==> config.mk <==
export PLATFORM = sky130hd
export DESIGN_NAME = sdac_ctrl
export DESIGN_NICKNAME = d
export VERILOG_FILES = /design/src/sdac_pkg.sv /design/src/sdac_decim.sv /design/src/sdac_ctrl.sv
export SDC_FILE = /design/constraint.sdc
export NUM_CORES = 1
export LEC_CHECK = 0
export BUFFER_PORTS_ARGS = -buffer_cell sky130_fd_sc_hd__buf_4
export CAP_MARGIN = 20
export CORE_MARGIN = 2
export CORE_UTILIZATION = 35
export DETAILED_ROUTE_END_ITERATION = 12
export SYNTH_ARGS = -nofsm -noshare
export SYNTH_HDL_FRONTEND = slang
export SYNTH_SLANG_ARGS = --single-unit
==> constraint.sdc <==
create_clock -name i_ref_clk -period 6.4 [get_ports i_ref_clk]
set_input_delay 0 -clock i_ref_clk [delete_from_list [all_inputs] [get_ports i_ref_clk]]
set_output_delay 0 -clock i_ref_clk [all_outputs]
set_load 0.02 [all_outputs]
==> src/sdac_pkg.sv <==
// Package: register map, field positions, reset values and timing for the converter control
package sdac_pkg;

	// ********************************************
	// Register offsets (indices on the plain port)
	// ********************************************
	localparam logic [3:0] OFS_DECIM    = 4'h0;  // Decimation word
	localparam logic [3:0] OFS_MODE     = 4'h1;  // Converter mode
	localparam logic [3:0] OFS_STATUS   = 4'h2;  // Converter status
	localparam logic [3:0] OFS_PCTL_ONE = 4'h3;  // Primary control one
	localparam logic [3:0] OFS_PCTL_TWO = 4'h4;  // Primary control two
	localparam logic [3:0] OFS_AUX_CTL  = 4'h5;  // Aux control
	localparam logic [3:0] OFS_CURSRC   = 4'h6;  // Current source control
	localparam logic [3:0] OFS_CALCMD   = 4'h7;  // Calibration command
	localparam logic [3:0] OFS_CAL_OFS  = 4'h8;  // Primary offset coefficient
	localparam logic [3:0] OFS_CAL_GAIN = 4'h9;  // Primary gain coefficient
	localparam logic [3:0] OFS_AUX_OFS  = 4'hA;  // Aux offset coefficient
	localparam logic [3:0] OFS_AUX_GAIN = 4'hB;  // Aux gain coefficient

	// ********************************************
	// Field positions
	// ********************************************
	localparam int MODE_CHOP_OFF = 3;  // One disables chopping
	localparam int MODE_NOTCH    = 6;  // Sixty hertz notch enable
	localparam int STAT_REFMISS  = 0;  // Reference missing
	localparam int STAT_ERR_PRI  = 1;  // Primary calibration error
	localparam int STAT_ERR_AUX  = 2;  // Aux calibration error
	localparam int STAT_BUSY     = 3;  // Calibration running
	localparam int STAT_RDY_PRI  = 4;  // Primary result ready (sticky)
	localparam int CURSRC_BURN   = 6;  // Burnout current enable
	localparam int AUXCTL_REFSEL = 6;  // Aux band gap select
	localparam int PCTL2_REFSEL  = 6;  // Primary select, 2 bits [7:6]
	localparam int PCTL1_BUF     = 4;  // Buffer select, 2 bits [5:4]
	localparam int PCTL1_PAIR    = 0;  // Pair code, 4 bits [3:0]
	localparam int PCTL1_DIFF    = 7;  // Differential mode

	// ********************************************
	// Values and limits
	// ********************************************
	localparam logic [7:0] DECIM_RST      = 8'h45;  // Decimal 69
	localparam logic [7:0] DECIM_MIN_CHOP = 8'h0D;  // 13 with chop on
	localparam logic [7:0] DECIM_MIN_NOCH = 8'h03;  // 3 with chop off
	localparam logic [7:0] NOTCH_MIN      = 8'h44;  // 68
	localparam logic [7:0] PAIR_FIVE_SIX  = 8'h04;  // Pair code of inputs 5/6
	localparam logic [7:0] PAIR_SEVEN_EIGHT = 8'h06;  // Pair code of inputs 7/8
	localparam logic [1:0] BUF_BYPASS     = 2'h2;  // Buffer select code for bypass
	localparam logic [1:0] REF_BANDGAP    = 2'h0;  // Primary: internal band gap
	localparam logic [1:0] REF_PRIMARY    = 2'h1;  // Primary: primary pair
	localparam logic [1:0] REF_SECONDARY  = 2'h2;  // Primary: secondary pair
	localparam logic [23:0] CLAMP_VALUE   = 24'hFF_FFFF;  // Result when reference absent

	// Modulator clock divide: 100 MHz core / 32.768 kHz, rounded down
	localparam real CLK_MHZ = 100.0;
	localparam real MOD_KHZ = 32.768;
	localparam int  MOD_DIV = int'($floor(CLK_MHZ * 1000.0 / MOD_KHZ));
	localparam int  MOD_SAMPLES_PER_STEP = 8;  // Results every 8*word samples

	// Calibration command encodings
	typedef enum logic [1:0] {
		SDAC_CAL_NONE, SDAC_CAL_OFS, SDAC_CAL_GAIN
	} sdac_cal_e;

	// Reference selection sent to the analog side
	typedef struct packed {
		logic [1:0] pri_sel;   // Primary converter reference
		logic       aux_bgap;  // Aux on band gap
	} sdac_ref_s;

	// Burnout source drive
	typedef struct packed {
		logic pair_five_six;
		logic pair_seven_eight;
	} sdac_burn_s;

endpackage

==> src/sdac_decim.sv <==
// Decimation pacer: counts modulator samples and marks the end of a conversion
`timescale 1ns/1ps
module sdac_decim (
	input  wire logic       i_ref_clk,   // Core clock
	input  wire logic       i_sys_rst,   // Synchronous reset
	input  wire logic       i_ce,        // Clock enable
	input  wire logic [7:0] i_word,      // Effective decimation word
	output logic            o_mod_tick,  // One pulse per modulator sample
	output logic            o_done       // One pulse per finished conversion
);

	// ********************************************
	// Counters
	// ********************************************
	logic [15:0] div_r, div_nxt;   // Core cycles per sample
	logic [10:0] smp_r, smp_nxt;   // Samples per conversion
	logic        tick_r, tick_nxt;
	logic        done_r, done_nxt;
	logic [10:0] smp_last;         // 8*word - 1

	assign smp_last = {i_word, 3'b000} - 11'd1;

	// Next-state of the pacer
	always_comb begin
		div_nxt  = div_r + 16'd1;
		tick_nxt = 1'b0;
		smp_nxt  = smp_r;
		done_nxt = 1'b0;
		if (div_r == 16'(sdac_pkg::MOD_DIV - 1)) begin
			div_nxt  = '0;
			tick_nxt = 1'b1;
			// Compare with >= so a shrunk word cannot strand the count
			if (smp_r >= smp_last) begin
				smp_nxt  = '0;
				done_nxt = 1'b1;
			end else begin
				smp_nxt = smp_r + 11'd1;
			end
		end
	end

	// Registers only
	always_ff @(posedge i_ref_clk) begin
		if (i_sys_rst) begin
			div_r  <= '0;
			smp_r  <= '0;
			tick_r <= 1'b0;
			done_r <= 1'b0;
		end else if (i_ce) begin
			div_r  <= div_nxt;
			smp_r  <= smp_nxt;
			tick_r <= tick_nxt;
			done_r <= done_nxt;
		end
	end

	assign o_mod_tick = tick_r & i_ce;
	assign o_done     = done_r & i_ce;

endmodule

==> src/sdac_ctrl.sv <==
// Sigma-delta converter control: registers, word range, reference detect, calibration guard
//
// Decided for this implementation: the placing of the registers and the plain strobed port.
`timescale 1ns/1ps
module sdac_ctrl (
	input  wire logic        i_ref_clk,      // Core clock, 100 MHz
	input  wire logic        i_sys_rst,      // Synchronous reset, high
	input  wire logic        i_ce,           // Clock enable, freezes all state
	input  wire logic [3:0]  i_addr,         // Register index
	input  wire logic [7:0]  i_wdata,        // Write data
	input  wire logic        i_wr,           // Write strobe
	input  wire logic        i_rd,           // Read strobe
	output logic      [7:0]  o_rdata,        // Read data, cycle after strobe
	input  wire logic        i_ref_ok_pin,   // Primary pair above threshold
	input  wire logic [23:0] i_filt_data,    // Raw sinc output from datapath
	output logic      [23:0] o_result,       // Result after clamping
	output logic             o_result_vld,   // Result pulse
	output logic      [7:0]  o_decim_eff,    // Effective decimation factor
	output logic             o_chop_en,      // Chopping active
	output logic             o_notch_en,     // Sixty hertz notch active
	output logic             o_mod_tick,     // Modulator sample strobe
	output sdac_pkg::sdac_ref_s  o_ref_sel,  // Reference routing
	output sdac_pkg::sdac_burn_s o_burn      // Burnout source drive
);

	// ********************************************
	// Registers
	// ********************************************
	logic [7:0]  decim_r, decim_nxt;     // Decimation word
	logic [7:0]  mode_r, mode_nxt;       // Converter mode
	logic [7:0]  pctl1_r, pctl1_nxt;     // Primary control one
	logic [7:0]  pctl2_r, pctl2_nxt;     // Primary control two
	logic [7:0]  auxc_r, auxc_nxt;       // Aux control
	logic [7:0]  isrc_r, isrc_nxt;       // Current source control
	logic [23:0] coef_r [4], coef_nxt [4];  // Offset/gain coefficients
	logic        miss_r, miss_nxt;       // Reference missing flag
	logic        err_pri_r, err_pri_nxt; // Primary calibration error
	logic        err_aux_r, err_aux_nxt; // Aux calibration error
	logic        rdy_r, rdy_nxt;         // Result ready, sticky
	logic [7:0]  rdata_r, rdata_nxt;
	logic [23:0] res_r, res_nxt;
	logic        resv_r, resv_nxt;

	// Calibration sequencer
	typedef enum logic [1:0] {CAL_IDLE, CAL_RUN} sdac_cst_e;
	sdac_cst_e   cst_r, cst_nxt;
	logic [1:0]  ckind_r, ckind_nxt;     // Which coefficient
	logic        caux_r, caux_nxt;       // Aux converter target
	logic        cbad_r, cbad_nxt;       // Reference lost during run

	// ********************************************
	// Pin synchroniser, three stages
	// ********************************************
	logic [2:0]  ref_sync_r;
	logic        ref_ok_r;               // Filtered level

	always_ff @(posedge i_ref_clk) begin
		if (i_sys_rst) begin
			ref_sync_r <= 3'b111;
			ref_ok_r   <= 1'b1;
		end else if (i_ce) begin
			ref_sync_r <= {ref_sync_r[1:0], i_ref_ok_pin};
			// Change accepted once stages two and three agree
			if (ref_sync_r[1] == ref_sync_r[2]) begin
				ref_ok_r <= ref_sync_r[2];
			end
		end
	end

	// ********************************************
	// Derived controls
	// ********************************************
	logic       chop_on, done;
	logic [7:0] word_eff;
	logic       wr_cal;
	assign chop_on = ~mode_r[sdac_pkg::MODE_CHOP_OFF];

	// Clamp the low end; the top of 255 is the register's own limit
	always_comb begin
		if (chop_on && decim_r < sdac_pkg::DECIM_MIN_CHOP) begin
			word_eff = sdac_pkg::DECIM_MIN_CHOP;
		end else if (!chop_on && decim_r < sdac_pkg::DECIM_MIN_NOCH) begin
			word_eff = sdac_pkg::DECIM_MIN_NOCH;
		end else begin
			word_eff = decim_r;
		end
	end
	// Same word feeds normal and calibration conversions
	sdac_decim u_decim (
		.i_ref_clk  (i_ref_clk),
		.i_sys_rst  (i_sys_rst),
		.i_ce       (i_ce),
		.i_word     (word_eff),
		.o_mod_tick (o_mod_tick),
		.o_done     (done)
	);
	assign wr_cal = i_wr && (i_addr == sdac_pkg::OFS_CALCMD);

	// ********************************************
	// Next-state: registers, flags, calibration
	// ********************************************
	always_comb begin
		decim_nxt   = decim_r;
		mode_nxt    = mode_r;
		pctl1_nxt   = pctl1_r;
		pctl2_nxt   = pctl2_r;
		auxc_nxt    = auxc_r;
		isrc_nxt    = isrc_r;
		coef_nxt    = coef_r;
		err_pri_nxt = err_pri_r;
		err_aux_nxt = err_aux_r;
		rdy_nxt     = rdy_r;
		cst_nxt     = cst_r;
		ckind_nxt   = ckind_r;
		caux_nxt    = caux_r;
		cbad_nxt    = cbad_r;
		res_nxt     = res_r;
		resv_nxt    = 1'b0;
		// Only the primary pair detector drives the flag
		miss_nxt    = ~ref_ok_r;
		rdata_nxt   = '0;
		// Software writes
		if (i_wr) begin
			case (i_addr)
				sdac_pkg::OFS_DECIM:    decim_nxt = i_wdata;
				sdac_pkg::OFS_MODE:     mode_nxt  = i_wdata;
				sdac_pkg::OFS_PCTL_ONE: pctl1_nxt = i_wdata;
				sdac_pkg::OFS_PCTL_TWO: pctl2_nxt = i_wdata;
				sdac_pkg::OFS_AUX_CTL:  auxc_nxt  = i_wdata;
				sdac_pkg::OFS_CURSRC:   isrc_nxt  = i_wdata;
				default: ;
			endcase
		end
		// Software clears the sticky ready bit by reading status; new events win below
		if (i_rd && i_addr == sdac_pkg::OFS_STATUS) begin
			rdy_nxt = 1'b0;
		end
		// Conversion finished: publish, clamped if the reference is gone
		if (done) begin
			res_nxt  = ref_ok_r ? i_filt_data : sdac_pkg::CLAMP_VALUE;
			resv_nxt = 1'b1;
			rdy_nxt  = 1'b1;
		end
		// Calibration sequencer
		case (cst_r)
			CAL_IDLE: begin
				if (wr_cal && i_wdata[1:0] != 2'(sdac_pkg::SDAC_CAL_NONE)) begin
					cst_nxt   = CAL_RUN;
					ckind_nxt = i_wdata[1:0];
					caux_nxt  = i_wdata[2];
					cbad_nxt  = ~ref_ok_r;
					// Fresh run clears the converter's old error
					if (i_wdata[2]) begin
						err_aux_nxt = 1'b0;
					end else begin
						err_pri_nxt = 1'b0;
					end
				end
			end
			CAL_RUN: begin
				if (!ref_ok_r) begin
					cbad_nxt = 1'b1;
				end
				if (done) begin
					cst_nxt = CAL_IDLE;
					if (cbad_r || !ref_ok_r) begin
						// Coefficient kept, error raised
						if (caux_r) begin
							err_aux_nxt = 1'b1;
						end else begin
							err_pri_nxt = 1'b1;
						end
					end else begin
						coef_nxt[{caux_r, ckind_r == 2'(sdac_pkg::SDAC_CAL_GAIN)}] =
							i_filt_data;
					end
				end
			end
			default: cst_nxt = CAL_IDLE;
		endcase
		// Read mux
		if (i_rd) begin
			case (i_addr)
				sdac_pkg::OFS_DECIM:    rdata_nxt = decim_r;
				sdac_pkg::OFS_MODE:     rdata_nxt = mode_r;
				sdac_pkg::OFS_STATUS: begin
					rdata_nxt[sdac_pkg::STAT_REFMISS] = miss_r;
					rdata_nxt[sdac_pkg::STAT_ERR_PRI] = err_pri_r;
					rdata_nxt[sdac_pkg::STAT_ERR_AUX] = err_aux_r;
					rdata_nxt[sdac_pkg::STAT_BUSY]    = (cst_r == CAL_RUN);
					rdata_nxt[sdac_pkg::STAT_RDY_PRI] = rdy_r;
				end
				sdac_pkg::OFS_PCTL_ONE: rdata_nxt = pctl1_r;
				sdac_pkg::OFS_PCTL_TWO: rdata_nxt = pctl2_r;
				sdac_pkg::OFS_AUX_CTL:  rdata_nxt = auxc_r;
				sdac_pkg::OFS_CURSRC:   rdata_nxt = isrc_r;
				sdac_pkg::OFS_CAL_OFS:  rdata_nxt = coef_r[0][23:16];
				sdac_pkg::OFS_CAL_GAIN: rdata_nxt = coef_r[1][23:16];
				sdac_pkg::OFS_AUX_OFS:  rdata_nxt = coef_r[2][23:16];
				sdac_pkg::OFS_AUX_GAIN: rdata_nxt = coef_r[3][23:16];
				default:                rdata_nxt = '0;
			endcase
		end
	end

	// Registers only
	always_ff @(posedge i_ref_clk) begin
		if (i_sys_rst) begin
			decim_r   <= sdac_pkg::DECIM_RST;
			mode_r    <= '0;
			pctl1_r   <= '0;
			pctl2_r   <= {sdac_pkg::REF_PRIMARY, 6'h00};
			auxc_r    <= '0;
			isrc_r    <= '0;
			coef_r    <= '{default: '0};
			miss_r    <= 1'b0;
			err_pri_r <= 1'b0;
			err_aux_r <= 1'b0;
			rdy_r     <= 1'b0;
			rdata_r   <= '0;
			res_r     <= '0;
			resv_r    <= 1'b0;
			cst_r     <= CAL_IDLE;
			ckind_r   <= '0;
			caux_r    <= 1'b0;
			cbad_r    <= 1'b0;
		end else if (i_ce) begin
			decim_r   <= decim_nxt;
			mode_r    <= mode_nxt;
			pctl1_r   <= pctl1_nxt;
			pctl2_r   <= pctl2_nxt;
			auxc_r    <= auxc_nxt;
			isrc_r    <= isrc_nxt;
			coef_r    <= coef_nxt;
			miss_r    <= miss_nxt;
			err_pri_r <= err_pri_nxt;
			err_aux_r <= err_aux_nxt;
			rdy_r     <= rdy_nxt;
			rdata_r   <= rdata_nxt;
			res_r     <= res_nxt;
			resv_r    <= resv_nxt;
			cst_r     <= cst_nxt;
			ckind_r   <= ckind_nxt;
			caux_r    <= caux_nxt;
			cbad_r    <= cbad_nxt;
		end
	end

	// ********************************************
	// Outputs to the analog side
	// ********************************************
	logic       buf_on, diff_on;
	logic [7:0] pair_code;
	assign buf_on    = pctl1_r[sdac_pkg::PCTL1_BUF +: 2] != sdac_pkg::BUF_BYPASS;
	assign diff_on   = pctl1_r[sdac_pkg::PCTL1_DIFF];
	assign pair_code = {4'h0, pctl1_r[sdac_pkg::PCTL1_PAIR +: 4]};

	// Burnout sources need the enable, a buffered differential input and a legal pair
	assign o_burn.pair_five_six = isrc_r[sdac_pkg::CURSRC_BURN] & buf_on & diff_on
		& (pair_code == sdac_pkg::PAIR_FIVE_SIX);
	assign o_burn.pair_seven_eight = isrc_r[sdac_pkg::CURSRC_BURN] & buf_on & diff_on
		& (pair_code == sdac_pkg::PAIR_SEVEN_EIGHT);

	// Primary: either pair or band gap; aux: primary pair or band gap
	assign o_ref_sel.pri_sel  = pctl2_r[sdac_pkg::PCTL2_REFSEL +: 2];
	assign o_ref_sel.aux_bgap = auxc_r[sdac_pkg::AUXCTL_REFSEL];

	assign o_notch_en   = mode_r[sdac_pkg::MODE_NOTCH];
	assign o_chop_en    = chop_on;
	assign o_decim_eff  = word_eff;
	assign o_rdata      = rdata_r;
	assign o_result     = res_r;
	assign o_result_vld = resv_r;
endmodule

==> flow_summary.json <==
{
  "muxShareOfSynthArea": 0.1276,
  "status": "completed",
  "die_w_um": 148.3,
  "firstDrtPassIters": 5,
  "met1_usage": 0.2562,
  "async_reset_ff_frac": 0,
  "antenna_found_initial": 0,
  "num-fill-cells": 2017,
  "most-common-layout-cells": "dfxtp_1, nor2_1, buf_4",
  "seq_area_um2": 3103,
  "drv_cap": 0,
  "cts-root-buf": "clkbuf_16",
  "cp_max_fo": 7,
  "ys.flop_type": "dfxtp_1",
  "crit_top_cell": "ha_1",
  "portBuffers": 90,
  "grt_busiest_layer": "met2",
  "path_buf_inv": 0,
  "relSlewSlack": 0.3025,
  "drtIter0Drc": 412,
  "drtAntennaViolNets": 0,
  "clock_sinks": 155,
  "die_y_um": 148.3,
  "holdBufCountCts": 35,
  "place_congestion": 0.8766,
  "finalHoldViolCount": 0,
  "grt_overflow_total": 0,
  "yosys.cell_types.count": 64,
  "worstMarginPinSlew_ns": 1.037,
  "syn2layout_area_growth_pct": 24.15,
  "multi_input_area_um2": 3871,
  "grt_pass1_wl_um": 32980,
  "numPlacedInstances": 1144,
  "cp_top_family": "simple AND/OR/NAND/NOR gates",
  "cts_tree": "yes",
  "arrival_ns": 4.16,
  "clk_pin_slew_ns": 0.07,
  "met3_usage": 0.03374,
  "synthesis.area_um2": 7286,
  "synthXorXnorAreaFrac": 0.02404,
  "num_vias": 6387,
  "ir_drop_v": 0.0001736,
  "required_ns": 6.75,
  "synthCells": 843,
  "cts_htree_levels": 4,
  "path_class": "flop to flop",
  "cts_repair_resize_count": 0,
  "slowest_delay_ns": 0.74,
  "fmax_ghz": 0.2625,
  "hold_path_class": "primary input to flop",
  "final_cells": 1211,
  "synth.avg_cell_area_um2": 8.643,
  "synth-simple-area-share": 0.2509,
  "grt_start_max_net_pins": 72,
  "setup-tns-final_ns": 0,
  "start_util": 0.3578,
  "critical_path.endpoint_type": "flop",
  "met2_usage": 0.3201,
  "wl_per_cell_um": 17.37,
  "insertion_delay_ns": 0.43,
  "core_um2": 20360,
  "cp_cell_sequence": "nor4_1 -> nand2_1 -> a22oi_1 -> ha_1 -> nor4bb_1 -> xnor2_1 -> ha_1 -> and4_2 -> o31a_1 -> nor3_1 -> nor2_1 -> o22ai_1",
  "nets": 982,
  "synth_compound_area_frac": 0.1082,
  "drc": 0,
  "rsz0062_at_grt": "false",
  "fin_crit_sh": 0.5951,
  "synth_nets": 897,
  "drive_above_1_share": 0.1541,
  "setup_violations": 0,
  "antenna_cells": 0,
  "period_needed_ns": 3.809,
  "post_cts_buffers": 0,
  "start_kind": "flop",
  "num_rows": 52,
  "ioPinCount": 91,
  "yosysWarnings": 0,
  "cts_buffers": 17,
  "dpl.hpwl_um": 14560,
  "clockBufferDepth": 2,
  "grt_usage": 0.1914,
  "power_per_cell_area_nw_per_um2": 240.6,
  "synth-seq-area-share": 0.4259,
  "slew_violations": 0,
  "grt_pass1_vias": 5927,
  "layout_commonest_cell": "dfxtp_1",
  "synth_fa_ha_area_frac": 0.02061,
  "crit_slowest_cell": "nor4_1",
  "ys_seq_elements": 155,
  "wl_um": 21030,
  "dieArea_um2": 21990,
  "finalClockSkew_ns": 0.01439,
  "viasPerCell": 5.274,
  "synth_top_family_by_area": "simple AND/OR/NAND/NOR gates",
  "synth_edf_count": 0,
  "p_leak_nw": 3.330
}
per-stage QoR:
step | cell area, um^2 | setup WS (ns) | hold WS, ns | util | total power [mW]
finish | 9045 | 2.591 | 0.07283 | 0.4442 | 2.176
global route | 9045 | 2.275 | 0.1054 | 0.4442 | 2.248
CTS | 9045 | 2.577 | 0.06905 | 0.4442 | 2.191
detailed placement | 8066 | 2.561 | 0.2375 | 0.3961 | 1.108
global placement | 8066 | 2.663 | 0.2404 | 0.3961 | 1.108
floorplan | 7286 | 3.151 | 0.1240 | - | 1.057
Yosys cell counts (7+ instances only):
library cell  count  share of area
xor2_1           13          0.016
nand4_1          10         0.0086
dfxtp_1         155           0.43
inv_1            14         0.0072
a22oi_1           8         0.0082
nand3_1          25          0.017
nor3_1           33          0.023
o21ai_0          21          0.014
ha_1             12          0.021
nand2_1          67          0.035
nor3b_1          26          0.027
clkbuf_1         47          0.024
a221oi_1          9          0.011
nor2b_1          12          0.010
buf_1            10         0.0052
mux2i_1          85           0.12
xnor2_1           7         0.0084
o31ai_1           8         0.0082
a21oi_1          36          0.025
nand2b_1          9         0.0077
nor2_1          141          0.073
where the power goes:
group	switching (mW)	internal, mW	leakage [nW]
sequential	0.00535	0.970	1.25
combinational	0.0780	0.0502	1.78
clock	0.422	0.651	0.301
path summary, 6_finish.rpt:
kind                 from          endpoint  slack [ns]  cells past startpoint
max            decim_r[4]  u_decim.smp_r[5]        2.59                     12
min             i_sys_rst    u_decim.tick_r        0.07                      2
max reg2reg    decim_r[4]  u_decim.smp_r[5]        2.59                     12
min reg2reg  o_result[23]      o_result[23]        0.45                      2
layout make-up:
cell class              count  share of cell area
inverters                  15            0.006225
repair buffers            128              0.1159
flip-flops and latches    155              0.3431
multi-input cells         611              0.4280
well taps                 270             0.03735
clock buffers              21             0.05201
clock inverters            11             0.01743
layer usage:
metal / wire [um] / share of wire / vias to the layer above
met4: 284 / 0.014 / 0
met1: 9683 / 0.46 / 3100
met2: 10220 / 0.49 / 132
met5: 0 / 0 / -
li1: - / - / 3137
met3: 840 / 0.040 / 18
kinds of logic (layout without fill, tap and decap cells):
group           after synthesis  after routing
simple gates                368            368
flops                       155            155
compound gates              120            120
mux                          91             91
buf+inv                      77            175
xor+xnor                     20             20
fa+ha+maj                    12             12
flip-flops by register name, indices dropped and copies added (netlist names), 2 cells and up:
register	cells
coef_r	32
o_result	24
u_decim.div_r	16
u_decim.smp_r	11
auxc_r	8
decim_r	8
isrc_r	8
mode_r	8
o_rdata	8
pctl1_r	8
pctl2_r	8
ref_sync_r	3
ckind_r	2
No activity file was read; power rests on OpenSTA's default activity.
